[config.mk]
export PLATFORM = sky130hd
export DESIGN_NAME = asc_setup_regs
export DESIGN_NICKNAME = d
export VERILOG_FILES = /design/src/asc_ram_timer.v /design/src/asc_setup_regs.v
export VERILOG_INCLUDE_DIRS = /design/src
export SDC_FILE = /design/constraint.sdc
export NUM_CORES = 1
export LEC_CHECK = 0
export BUFFER_PORTS_ARGS = -buffer_cell sky130_fd_sc_hd__buf_2
export CORE_UTILIZATION = 37
export DETAILED_ROUTE_END_ITERATION = 12
export GPL_TIMING_DRIVEN = 0
export SLEW_MARGIN = 20
export SYNTH_ARGS = -nofsm -noshare
export SYNTH_HDL_FRONTEND = slang
export SYNTH_SLANG_ARGS = --single-unit
export TNS_END_PERCENT = 5
[constraint.sdc]
create_clock -name ref_clk_in -period 3.5 [get_ports ref_clk_in]
set_input_delay 0.35 -clock ref_clk_in [delete_from_list [all_inputs] [get_ports ref_clk_in]]
set_output_delay 0.35 -clock ref_clk_in [all_outputs]
set_load 0.1 [all_outputs]
[src/asc_regs_map.vh]
// Constants for the setup and configuration register bank.
// Assumes inclusion by the bank and its buffer RAM timer only.
`ifndef ASC_REGS_MAP_VH
`define ASC_REGS_MAP_VH
// Port offsets inside a window
`define ASC_OFS_CFG_LO      4'h0
`define ASC_OFS_CFG_HI      4'h2
`define ASC_OFS_NVM_CMD     4'hA
`define ASC_OFS_NVM_DATA    4'hC
`define ASC_OFS_COMMAND     4'hE
// Windows
`define ASC_WIN_SETUP       3'h0
`define ASC_WIN_CONFIG      3'h3
// Command word layout and the window-select code
`define ASC_CMD_CODE_HI     15
`define ASC_CMD_CODE_LO     11
`define ASC_CMD_SEL_WINDOW  5'h01
// Nonvolatile command register layout
`define ASC_NVM_BUSY_BIT    15
`define ASC_NVM_TEST_BIT    14
`define ASC_NVM_OP_READ     2'h2
// Nonvolatile word addresses read at startup
`define ASC_NVM_W_PRODUCT   6'h03
`define ASC_NVM_W_ADDR_CFG  6'h08
`define ASC_NVM_W_RES_CFG   6'h09
`define ASC_NVM_W_CFG_LO    6'h12
`define ASC_NVM_W_CFG_HI    6'h13
// Writable bits of each configuration half
`define ASC_CFG_LO_MASK     16'h0037
`define ASC_CFG_HI_MASK     16'h000F
// Field positions in the 32-bit configuration word
`define ASC_ACT_HI          19
`define ASC_ACT_LO          18
`define ASC_PART_HI         17
`define ASC_PART_LO         16
`define ASC_SPEED_HI        5
`define ASC_SPEED_LO        4
`define ASC_WIDTH_BIT       3
`define ASC_SIZE_HI         2
`define ASC_SIZE_LO         0
// Field codes
`define ASC_ACT_CONT_ONLY   2'h1
`define ASC_ACT_PNP_ONLY    2'h2
`define ASC_PART_3_5        2'h0
`define ASC_PART_1_3        2'h1
`define ASC_PART_1_1        2'h2
`define ASC_SPEED_TWO       2'h0
`define ASC_SPEED_ONE       2'h1
`define ASC_SIZE_8K         3'h0
`define ASC_SIZE_32K        3'h2
`define ASC_KUNITS_8K       6'h08
`define ASC_KUNITS_32K      6'h20
// Test mode, normal mode and identification values
`define ASC_TEST_IO_BASE    16'h0200
`define ASC_ID_LEN_TEST     8'h08
`define ASC_ID_LEN_FULL     8'hFF
`define ASC_ID_FIRST        8'hFF
`define ASC_ID_LAST         8'h69
`define ASC_BASE_FIXED      6'h20
// Buffer RAM clock: 200 MHz system clock, 20 MHz RAM clock
`define ASC_SYS_MHZ         200
`define ASC_RAM_MHZ         20
`define ASC_RAM_DIV         (`ASC_SYS_MHZ / `ASC_RAM_MHZ)
// Divider reload value, one less than the clock ratio above
`define ASC_RAM_DIV_LOAD    4'h9
`define ASC_ZERO16          16'h0000
`endif

[src/asc_ram_timer.v]
// Buffer RAM access timer: counts access length in 20 MHz ticks.
// Assumes a 200 MHz clock and one request pulse at a time, taken only while idle.
`timescale 1ns/1ps
`include "asc_regs_map.vh"
module asc_ram_timer (
	input  wire       ref_clk_in,   // System clock
	input  wire       rst_n_in,     // Synchronous reset, active low
	input  wire       start_in,     // Start one access
	input  wire [1:0] ticks_in,     // Access length in RAM clocks
	output reg        done_out      // One-cycle end of access
);
	////////////////////////////////////////////////////////////
	reg [3:0] div;                  // Divider to the RAM rate
	reg [1:0] left;                 // RAM clocks still to run
	reg       busy;                 // Access in progress
	wire      tick = (div == 4'h0); // One-cycle RAM clock enable

	// Free-running divider makes the 20 MHz enable
	always @(posedge ref_clk_in) begin
		if (!rst_n_in || div == 4'h0) begin
			div <= `ASC_RAM_DIV_LOAD;
		end else begin
			div <= div - 4'h1;
		end
	end

	// Count RAM clocks of the current access
	always @(posedge ref_clk_in) begin
		if (!rst_n_in) begin
			busy     <= 1'b0;
			left     <= 2'h0;
			done_out <= 1'b0;
		end else begin
			done_out <= 1'b0;
			if (!busy && start_in) begin
				busy <= 1'b1;
				left <= ticks_in;
			end else if (busy && tick) begin
				if (left == 2'h1) begin
					busy     <= 1'b0;
					done_out <= 1'b1;
				end
				left <= left - 2'h1;
			end
		end
	end
endmodule // asc_ram_timer

[src/asc_setup_regs.v]
// Setup-window and configuration-window register bank of the adapter.
// Assumes 16-bit host I/O port accesses, one strobe a cycle, and an
// external serial engine for the nonvolatile memory.
`timescale 1ns/1ps
`include "asc_regs_map.vh"
module asc_setup_regs (
	input  wire        ref_clk_in,        // 200 MHz clock
	input  wire        rst_n_in,          // Synchronous reset, active low
	input  wire [3:0]  io_addr_in,        // Port offset within window
	input  wire        io_wr_in,          // Write strobe
	input  wire        io_rd_in,          // Read strobe
	input  wire [15:0] io_wdata_in,       // Write data
	output reg  [15:0] io_rdata_out,      // Read data
	output reg  [2:0]  window_out,        // Selected window
	output reg  [15:0] cmd_out,           // Command passed on
	output reg         cmd_strobe_out,    // Command pulse
	input  wire        nvm_din_in,        // Memory data pin, strap
	input  wire        nvm_busy_in,       // Serial engine busy
	input  wire        nvm_rvalid_in,     // Fetched word pulse
	input  wire [15:0] nvm_rdata_in,      // Fetched word
	output reg  [7:0]  nvm_cmd_out,       // Opcode and address
	output reg         nvm_cmd_strobe_out,// Command pulse
	output wire [15:0] nvm_wdata_out,     // Word to store
	output reg  [15:0] product_id_out,    // Product identifier
	output reg  [15:0] addr_cfg_out,      // Address configuration
	output reg  [15:0] res_cfg_out,       // Resource configuration
	output reg         init_done_out,     // Startup load finished
	output wire        act_contention_out,// Contention allowed
	output wire        act_pnp_out,       // Plug-and-play allowed
	output reg  [5:0]  tx_kunits_out,     // Transmit share, K units
	output reg  [5:0]  rx_kunits_out,     // Receive share, K units
	output wire        cfg_illegal_out,   // Reserved code in use
	input  wire        ram_req_in,        // Buffer RAM access start
	output wire        ram_done_out,      // Buffer RAM access end
	output wire        boot_rom_en_out,   // Boot ROM enable
	input  wire        id_active_in,      // Activated by id sequence
	output wire        adapter_active_out,// Adapter answers I/O
	output wire [15:0] io_base_out,       // I/O base address
	output wire [7:0]  id_len_out,        // Identification length
	output wire [7:0]  id_first_out,      // First identification byte
	output wire [7:0]  id_last_out        // Last identification byte
);
	////////////////////////////////////////////////////////////
	// Startup states
	localparam [2:0] ST_ISSUE = 3'h0;     // Send next read
	localparam [2:0] ST_WAIT  = 3'h1;     // Wait for word
	localparam [2:0] ST_DONE  = 3'h2;     // Load finished
	localparam [2:0] ST_LAST  = 3'h4;     // Index of last word

	reg [2:0]  state;                     // Startup state
	reg [2:0]  idx;                       // Startup word index
	reg        test_mode_flag;            // Strap caught at reset
	reg        host_read;                 // Host read in flight
	reg [15:0] nvm_data_word;             // Data register
	reg [15:0] cfg_lo;                    // Configuration, low half
	reg [15:0] cfg_hi;                    // Configuration, high half
	reg [5:0]  init_word;                 // Word of this index
	wire       nvm_busy_flag;             // Busy seen by host
	wire [31:0] cfg;                      // Whole configuration
	wire       wr_w0;                     // Write in setup window
	wire       wr_w3;                     // Write in config window

	assign nvm_busy_flag = nvm_busy_in | host_read | nvm_cmd_strobe_out | (state != ST_DONE);
	assign cfg   = {cfg_hi, cfg_lo};
	assign wr_w0 = io_wr_in && (window_out == `ASC_WIN_SETUP);
	assign wr_w3 = io_wr_in && (window_out == `ASC_WIN_CONFIG);
	assign nvm_wdata_out = nvm_data_word;

	////////////////////////////////////////////////////////////
	// Word address for each startup step
	always @* begin
		case (idx)
			3'h0:    init_word = `ASC_NVM_W_PRODUCT;
			3'h1:    init_word = `ASC_NVM_W_ADDR_CFG;
			3'h2:    init_word = `ASC_NVM_W_RES_CFG;
			3'h3:    init_word = `ASC_NVM_W_CFG_LO;
			default: init_word = `ASC_NVM_W_CFG_HI;
		endcase
	end

	////////////////////////////////////////////////////////////
	// Test strap, caught while reset is held
	always @(posedge ref_clk_in) begin
		if (!rst_n_in) begin
			test_mode_flag <= ~nvm_din_in;
		end
	end

	////////////////////////////////////////////////////////////
	// Startup load, memory commands and the loaded registers
	always @(posedge ref_clk_in) begin
		if (!rst_n_in) begin
			state              <= ST_ISSUE;
			idx                <= 3'h0;
			host_read          <= 1'b0;
			nvm_cmd_out        <= 8'h00;
			nvm_cmd_strobe_out <= 1'b0;
			nvm_data_word      <= `ASC_ZERO16;
			product_id_out     <= `ASC_ZERO16;
			addr_cfg_out       <= `ASC_ZERO16;
			res_cfg_out        <= `ASC_ZERO16;
			cfg_lo             <= `ASC_ZERO16;
			cfg_hi             <= `ASC_ZERO16;
			init_done_out      <= 1'b0;
		end else begin
			nvm_cmd_strobe_out <= 1'b0;
			case (state)
				ST_ISSUE: begin
					// Test mode leaves everything at zero
					if (test_mode_flag) begin
						state         <= ST_DONE;
						init_done_out <= 1'b1;
					end else if (!nvm_busy_in) begin
						nvm_cmd_out        <= {`ASC_NVM_OP_READ, init_word};
						nvm_cmd_strobe_out <= 1'b1;
						state              <= ST_WAIT;
					end
				end
				ST_WAIT: begin
					// Route the fetched word to its register
					if (nvm_rvalid_in) begin
						case (idx)
							3'h0:    product_id_out <= nvm_rdata_in;
							3'h1:    addr_cfg_out   <= nvm_rdata_in;
							3'h2:    res_cfg_out    <= nvm_rdata_in;
							3'h3:    cfg_lo <= nvm_rdata_in & `ASC_CFG_LO_MASK;
							default: cfg_hi <= nvm_rdata_in & `ASC_CFG_HI_MASK;
						endcase
						if (idx == ST_LAST) begin
							state         <= ST_DONE;
							init_done_out <= 1'b1;
						end else begin
							idx   <= idx + 3'h1;
							state <= ST_ISSUE;
						end
					end
				end
				ST_DONE: begin
					// Host command accepted only when not busy
					if (wr_w0 && io_addr_in == `ASC_OFS_NVM_CMD && !nvm_busy_flag) begin
						nvm_cmd_out        <= io_wdata_in[7:0];
						nvm_cmd_strobe_out <= 1'b1;
						host_read <= (io_wdata_in[7:6] == `ASC_NVM_OP_READ);
					end else if (host_read && nvm_rvalid_in) begin
						nvm_data_word <= nvm_rdata_in;
						host_read     <= 1'b0;
					end else if (wr_w0 && io_addr_in == `ASC_OFS_NVM_DATA
					             && !nvm_busy_flag) begin
						nvm_data_word <= io_wdata_in;
					end
					// Halves of the configuration written apart
					if (wr_w3 && io_addr_in == `ASC_OFS_CFG_LO) begin
						cfg_lo <= io_wdata_in & `ASC_CFG_LO_MASK;
					end
					if (wr_w3 && io_addr_in == `ASC_OFS_CFG_HI) begin
						cfg_hi <= io_wdata_in & `ASC_CFG_HI_MASK;
					end
				end
				default: begin
					state <= ST_ISSUE;
				end
			endcase
		end
	end

	////////////////////////////////////////////////////////////
	// Command register: window select and command pass-on
	always @(posedge ref_clk_in) begin
		if (!rst_n_in) begin
			window_out     <= `ASC_WIN_SETUP;
			cmd_out        <= `ASC_ZERO16;
			cmd_strobe_out <= 1'b0;
		end else begin
			cmd_strobe_out <= 1'b0;
			if (io_wr_in && io_addr_in == `ASC_OFS_COMMAND) begin
				if (io_wdata_in[`ASC_CMD_CODE_HI:`ASC_CMD_CODE_LO]
				    == `ASC_CMD_SEL_WINDOW) begin
					window_out <= io_wdata_in[2:0];
				end else if (window_out != `ASC_WIN_SETUP) begin
					// Other commands dropped in the setup window
					cmd_out        <= io_wdata_in;
					cmd_strobe_out <= 1'b1;
				end
			end
		end
	end

	////////////////////////////////////////////////////////////
	// Registered read data; unmapped offsets read zero
	always @(posedge ref_clk_in) begin
		if (!rst_n_in) begin
			io_rdata_out <= `ASC_ZERO16;
		end else if (io_rd_in) begin
			io_rdata_out <= `ASC_ZERO16;
			if (io_addr_in == `ASC_OFS_COMMAND) begin
				io_rdata_out <= {13'h0000, window_out};
			end else if (window_out == `ASC_WIN_SETUP) begin
				case (io_addr_in)
					`ASC_OFS_NVM_CMD:  io_rdata_out <= {nvm_busy_flag,
					                    test_mode_flag, 6'h00, nvm_cmd_out};
					`ASC_OFS_NVM_DATA: io_rdata_out <= nvm_data_word;
					default:           io_rdata_out <= `ASC_ZERO16;
				endcase
			end else if (window_out == `ASC_WIN_CONFIG) begin
				case (io_addr_in)
					`ASC_OFS_CFG_LO: io_rdata_out <= cfg_lo;
					`ASC_OFS_CFG_HI: io_rdata_out <= cfg_hi;
					default:         io_rdata_out <= `ASC_ZERO16;
				endcase
			end
		end
	end

	////////////////////////////////////////////////////////////
	// Activation select decode; 00b and 11b enable both
	assign act_contention_out =
		(cfg[`ASC_ACT_HI:`ASC_ACT_LO] != `ASC_ACT_PNP_ONLY);
	assign act_pnp_out =
		(cfg[`ASC_ACT_HI:`ASC_ACT_LO] != `ASC_ACT_CONT_ONLY);

	////////////////////////////////////////////////////////////
	// Buffer RAM partition by size and ratio
	reg [5:0] total;                      // Capacity in K units
	always @* begin
		total = (cfg[`ASC_SIZE_HI:`ASC_SIZE_LO] == `ASC_SIZE_32K)
		        ? `ASC_KUNITS_32K : `ASC_KUNITS_8K;
		case (cfg[`ASC_PART_HI:`ASC_PART_LO])
			`ASC_PART_3_5: tx_kunits_out = (total >> 3) * 6'h03;
			`ASC_PART_1_3: tx_kunits_out = total >> 2;
			default:       tx_kunits_out = total >> 1;
		endcase
		rx_kunits_out = total - tx_kunits_out;
	end

	// Reserved codes and illegal combinations flagged
	assign cfg_illegal_out =
		(cfg[`ASC_PART_HI:`ASC_PART_LO] == 2'h3) ||
		(cfg[`ASC_PART_HI] == 1'b0 &&
		 cfg[`ASC_SIZE_HI:`ASC_SIZE_LO] != `ASC_SIZE_8K) ||
		(cfg[`ASC_SPEED_HI] == 1'b1) ||
		(cfg[`ASC_SIZE_HI:`ASC_SIZE_LO] != `ASC_SIZE_8K &&
		 cfg[`ASC_SIZE_HI:`ASC_SIZE_LO] != `ASC_SIZE_32K);

	////////////////////////////////////////////////////////////
	// Buffer RAM access length; byte-wide only since width is zero
	wire [1:0] ram_ticks;                 // RAM clocks per access
	assign ram_ticks = (cfg[`ASC_SPEED_HI:`ASC_SPEED_LO] == `ASC_SPEED_ONE)
	                   ? 2'h1 : 2'h2;
	asc_ram_timer u_ram_timer (
		.ref_clk_in (ref_clk_in),
		.rst_n_in   (rst_n_in),
		.start_in   (ram_req_in),
		.ticks_in   (ram_ticks),
		.done_out   (ram_done_out)
	);

	////////////////////////////////////////////////////////////
	// Test mode effects on boot ROM, base and identification
	assign boot_rom_en_out    = ~test_mode_flag;
	assign adapter_active_out = test_mode_flag | id_active_in;
	assign io_base_out = test_mode_flag ? `ASC_TEST_IO_BASE :
	                     {addr_cfg_out[5:0], `ASC_BASE_FIXED, 4'h0};
	assign id_len_out   = test_mode_flag ? `ASC_ID_LEN_TEST
	                                     : `ASC_ID_LEN_FULL;
	assign id_first_out = `ASC_ID_FIRST;
	assign id_last_out  = `ASC_ID_LAST;
endmodule // asc_setup_regs

# Word-level counts from Yosys, hierarchy flattened
# Index checks and enable logic that the tools add are counted.
dict set report totals {
  reg_bits 158
  inputBits 45
  output_inout_bits 168
}
dict set report op_classes {
  add_sub_neg 4
  multipliers 1
  n_eq_ne 33
  mux 47
  n_bitwise 14
  n_reduce_logical 53
}
# operator count
set op_table {}
lappend op_table {{16-bit 2-to-1 mux} 12}
lappend op_table {{16-bit case mux with 2 select lines} 4}
lappend op_table {{8-bit 2-to-1 mux} 4}
lappend op_table {{3-bit AND reduction} 7}
lappend op_table {{2-bit inequality test, second input constant} 10}
lappend op_table {{5-bit case mux with 4 select lines} 1}
lappend op_table {{8-bit case mux with 2 select lines} 1}
lappend op_table {{4-bit AND reduction} 4}
lappend op_table {{3-bit by 2-bit equality test with 1-bit output, second input constant} 5}
lappend op_table {{1-bit logical AND} 14}
lappend op_table {{2-bit nonzero test} 7}
lappend op_table {{1-bit 2-to-1 mux} 13}
lappend op_table {{4-bit equality test, second input constant} 3}
lappend op_table {{1-bit inverter} 10}
lappend op_table {{5-bit case mux with 2 select lines} 1}
lappend op_table {{3-bit logical NOT} 3}
lappend op_table {{3-bit 2-to-1 mux} 3}
lappend op_table {{3-bit case mux with 3 select lines} 1}
lappend op_table {{4-bit logical NOT} 2}
lappend op_table {{2-bit 2-to-1 mux} 4}
lappend op_table {{2-bit by 1-bit equality test with 1-bit output, second input constant} 3}
lappend op_table {{3-bit by 1-bit equality test with 1-bit output, second input constant} 2}
lappend op_table {{6-bit 2-to-1 mux} 1}
lappend op_table {{3-bit by 2-bit inequality test with 1-bit output, second input constant} 2}
lappend op_table {{other kinds (20)} 35}

# Depth between registers and ports, before layout
dict set report depth {
  ltp_word 7
  ltp_mapped 7
  ltp_nobuf 6
}

# By module
# Synthesis repeated with hierarchy kept, for this count alone.
dict set report hier_totals {
  hier_cells 748
  hier_area_um2 6357.3
}
# module n_inst cells_per_inst area_per_inst_um2 seq_area_each_um2
set by_module_without_submodules {}
lappend by_module_without_submodules {asc_setup_regs 1 712 6017.0 2532.4}
lappend by_module_without_submodules {asc_ram_timer 1 36 340.3 160.2}

# Worst setup path after synthesis
# Ideal clock, no wire load.
dict set report synth_timing {
  path_type {register -> output}
  from {reg cfg_lo[1]}
  to {out rx_kunits_out[2]}
  t_arrival_ns 7.196
  t_required_ns 3.150
  slack_ns -4.046
  stages_incl_launch_ff 4
  cell_sequence {dfxtp_1 -> nor3b_1 -> o21ai_0 -> xnor2_1}
}
dict set report synth_via {
  elab_chain_len 5
}
# element line_no
set synth_lines {}
lappend synth_lines {{start: declaration} asc_setup_regs.v:55} ;# reg [15:0] cfg_lo;
lappend synth_lines {{start signal: assignment} asc_setup_regs.v:102} ;# cfg_lo <= `ASC_ZERO16;
lappend synth_lines {{start signal: assignment} asc_setup_regs.v:126} ;# 3'h3: cfg_lo <= nvm_rdata_in & `ASC_CFG_LO_MASK;
lappend synth_lines {{start signal: assignment} asc_setup_regs.v:153} ;# cfg_lo <= io_wdata_in & `ASC_CFG_LO_MASK;
lappend synth_lines {{3-bit by 2-bit equality test with 1-bit output (no line) (*)} n/a}
lappend synth_lines {{6-bit 2-to-1 mux (no line) (*)} n/a}
lappend synth_lines {{3-bit by 2-bit multiplier with 5-bit output} asc_setup_regs.v:228} ;# `ASC_PART_3_5: tx_kunits_out = (total >> 3) * 6'h03;
lappend synth_lines {{5-bit case mux with 2 select lines (*)} asc_setup_regs.v:227} ;# case (cfg[`ASC_PART_HI:`ASC_PART_LO])
lappend synth_lines {{named net tx_kunits_out[2]} asc_setup_regs.v:30} ;# output reg [5:0] tx_kunits_out,
lappend synth_lines {{6-bit subtractor (*)} asc_setup_regs.v:232} ;# rx_kunits_out = total - tx_kunits_out;
lappend synth_lines {{end: declaration} asc_setup_regs.v:31} ;# output reg [5:0] rx_kunits_out,
# The timed path passes the listed nets; every way through them passes the cells marked *.

# Worst setup path after layout
dict set report layout_timing {
  from {reg cfg_lo[1]}
  to {out rx_kunits_out[2]}
}
dict set report layout_via {
  elab_chain_len 5
}
# element line_no
set layout_lines {}
lappend layout_lines {{3-bit by 2-bit equality test with 1-bit output (no line) (*)} n/a}
lappend layout_lines {{6-bit 2-to-1 mux (no line) (*)} n/a}
lappend layout_lines {{3-bit by 2-bit multiplier with 5-bit output} asc_setup_regs.v:228}
lappend layout_lines {{5-bit case mux with 2 select lines (*)} asc_setup_regs.v:227}
lappend layout_lines {{6-bit subtractor (*)} asc_setup_regs.v:232}
# Every way passes the cells marked *; elsewhere a longest branch is shown, timed or not.

==> impl_metrics.toml <==
[outcome]
status = "finished, final reports clean"

[floorplan]
initial_utilization = 0.3791
io_pins = 213
core_um2 = 16580
die_h_um = 132.4
row_count = 47
dieWidth_um = 132.4
dieArea_um2 = 17520

[clocking]
path_clk_slew_ns = 0.06
hold_buffers = 0
cts_inserted_buffers = 17
cts_tree = "built"
cts_resized = 0
post-cts-setup-buffer-count = 0
cts_root_buf = "clkbuf_16"
insertion_delay_ns = 0.43
cts_max_level = 4
cts_num_sinks = 134
cts.path.max_buffers = 2

[timing]
hold_viol_final = 0
rsz0062_at_grt = "no"
setup_violations = 0
fin_setup_tns_ns = 0
max_freq_mhz = 412.3
finalCriticalPeriod_ns = 2.425
report.final.slew_viol_count = 0
hold_slack_ns = 0.1648
min_period_over_period = 0.6929
fin_skew_ns = 0.006986
fin_ws_ns = 1.075
relSlewSlack = 0.3939
tightest_slew_ns = 0.9063

[synthesis]
synth_area_leaders = "dfxtp_1 42%, a21oi_1 7.5%, nand3_1 7.3%"
yosys_warnings = 0
ys_types = 66
synthTopCellsByCount = "133 x dfxtp_1, 106 x nand2_1, 94 x a21oi_1"
synth_top_cell_by_area = "dfxtp_1"
synth_top_flop_cell = "dfxtp_1"
syn_avg_cell_area_um2 = 8.350
synth_top_area_frac = 0.4235
synth_cells = 753
synth-async-reset-ratio = 0
syn_area_um2 = 6287
synth.most_common_cell = "dfxtp_1"
synth_edf_count = 1
synth_seq_cells = 134
ys_seq_area_frac = 0.4283

[routing]
vias = 6301
via_per_inst = 5.195
drc = 0
routed_wl_um = 21180
ant_nets = 0
wl_per_cell_um = 17.46
first_iter_violations = 497
drtPass1Iterations = 7

[global_routing]
top_usage_layer = "met2"
grt_antenna_before_repair = 0
grtUsageTotal = 0.2384
grt-ovfl-total = 0
first_global_vias = 5599
met1_usage = 0.3216
gr-usage-met2 = 0.3778
grt_pass1_wl_um = 31880
grt_start_max_net_pins = 17
grt_use_met3 = 0.05267

[final_layout]
drive_above_1_share = 0.2920
area_growth_pct = 30.51
fillers = 1678
seq_area_um2 = 2693
multi_input_area_um2 = 3132
finalNetCount = 1034
diodes = 0
final_core_utilization = 0.4948

[run]
max_cap_viol_count = 0

[setup_path]
critPathArrivalTime_ns = 2.08
crit_type = "reg2out"
crit_fanout = 8
cp-start-kind = "flip-flop"
worstPathRequired_ns = 3.15
crit_path_end_kind = "primary output"

[pwr]
p_total_w = 0.004040
p_clk_frac = 0.461
comb_power_share = 0.150
ir_drop_mv = 0.3766
intPower_w = 0.002828
power.density_nw_per_um2 = 492.4
p_sw_w = 0.001212
p_leak_nw = 3.501
seq_power_share = 0.389
swShare = 0.2999

[place]
dp_hpwl_um = 15960
preCtsSetupSlack_ns = 1.150
gp_congestion = 0.9071
port_buffers = 182

[hold_path]
hp-class = "in2reg"
==> sequential cells by signal, summed over array words and instances, names as in the netlist <==
signal,cells
addr_cfg_out,16
cfg_hi,4
cfg_lo,5
cmd_out,16
cmd_strobe_out,1
host_read,1
idx,3
init_done_out,1
io_rdata_out,16
nvm_cmd_out,8
nvm_cmd_strobe_out,1
nvm_wdata_out,16
product_id_out,16
res_cfg_out,16
state,2
test_mode_flag,1
u_ram_timer.busy,1
u_ram_timer.div,4
u_ram_timer.done_out,1
u_ram_timer.left,2
window_out,3
==> layout by cell type, fill, tap and decap left out, types with 6 or more instances in the layout <==
cell	n
nand3_1	92
mux2i_1	13
o21ai_0	20
nor2_1	23
dfxtp_1	133
a22oi_1	9
nor3_1	11
nor2b_1	13
buf_2	192
mux2_2	6
a311oi_1	9
ha_1	8
clkbuf_16	17
buf_4	38
and2_1	6
inv_1	16
a311oi_2	10
clkbuf_1	43
nand2_1	106
conb_1	29
a21oi_1	94
==> layer usage <==
layer / vias up / wire [um]
li1: 3064 / -
met1: 2929 / 9608
met2: 277 / 9615
met3: 31 / 1568
met4: 0 / 385
met5: - / 0
==> through the flow <==
stage	instance area, um2	cells
after detailed placement	7597	1182
after floorplan	6411	780
after global placement	7597	1182
after CTS	8205	1213
after global routing	8205	1213
final	8205	1213
==> kinds of logic (layout without fill, tap and decap cells) <==
family | after synthesis | in the layout | share of synthesized area
compound gates | 181 | 181 | 0.1910
simple gates | 296 | 296 | 0.2360
xor+xnor | 2 | 2 | 0.002787
mux | 19 | 19 | 0.03144
other cells | 2 | 29 | 0.001194
flops | 134 | 134 | 0.4283
fa+ha+maj | 8 | 8 | 0.01592
buf+inv | 111 | 324 | 0.09333
==> final timing paths <==
path | cells after the start | to | startpoint | slack, ns
hold / removal | 2 | test_mode_flag | nvm_din_in | 0.16
setup reg to reg | 7 | cfg_hi[0] | idx[0] | 1.12
setup / recovery | 5 | rx_kunits_out[2] | cfg_lo[1] | 1.07
hold reg to reg | 1 | u_ram_timer.div[0] | u_ram_timer.div[0] | 0.43
==> final cells by class <==
| class | count | area share |
|---|---|---|
| multi-input cells | 535 | 0.3817 |
| flip-flops and latches | 134 | 0.3281 |
| repair buffers | 182 | 0.1110 |
| plain buffers | 93 | 0.06328 |
| clock buffers | 20 | 0.05566 |
| well taps | 220 | 0.03355 |
| clock inverters | 11 | 0.01845 |
| inverters | 18 | 0.008234 |
==> power by group through the flow <==
| stage | Sequential (W) | Clock [W] | Combinational [W] |
|---|---|---|---|
| floorplan | 0.00169 | 0 | 0.000380 |
| global placement | 0.00160 | 0 | 0.000603 |
| detailed placement | 0.00160 | 0 | 0.000603 |
| CTS | 0.00157 | 0.00187 | 0.000604 |
| global route | 0.00157 | 0.00196 | 0.000633 |
| finish | 0.00157 | 0.00186 | 0.000608 |
==> critical path, cell delays in order (launching register included) <==
cell     delay (ns)
dfxtp_1        0.38
nor3b_4        0.35
or2_2          0.19
ha_1           0.18
xnor2_2        0.11
buf_2          0.44
Note: power is estimated with default switching activity, not from simulation.
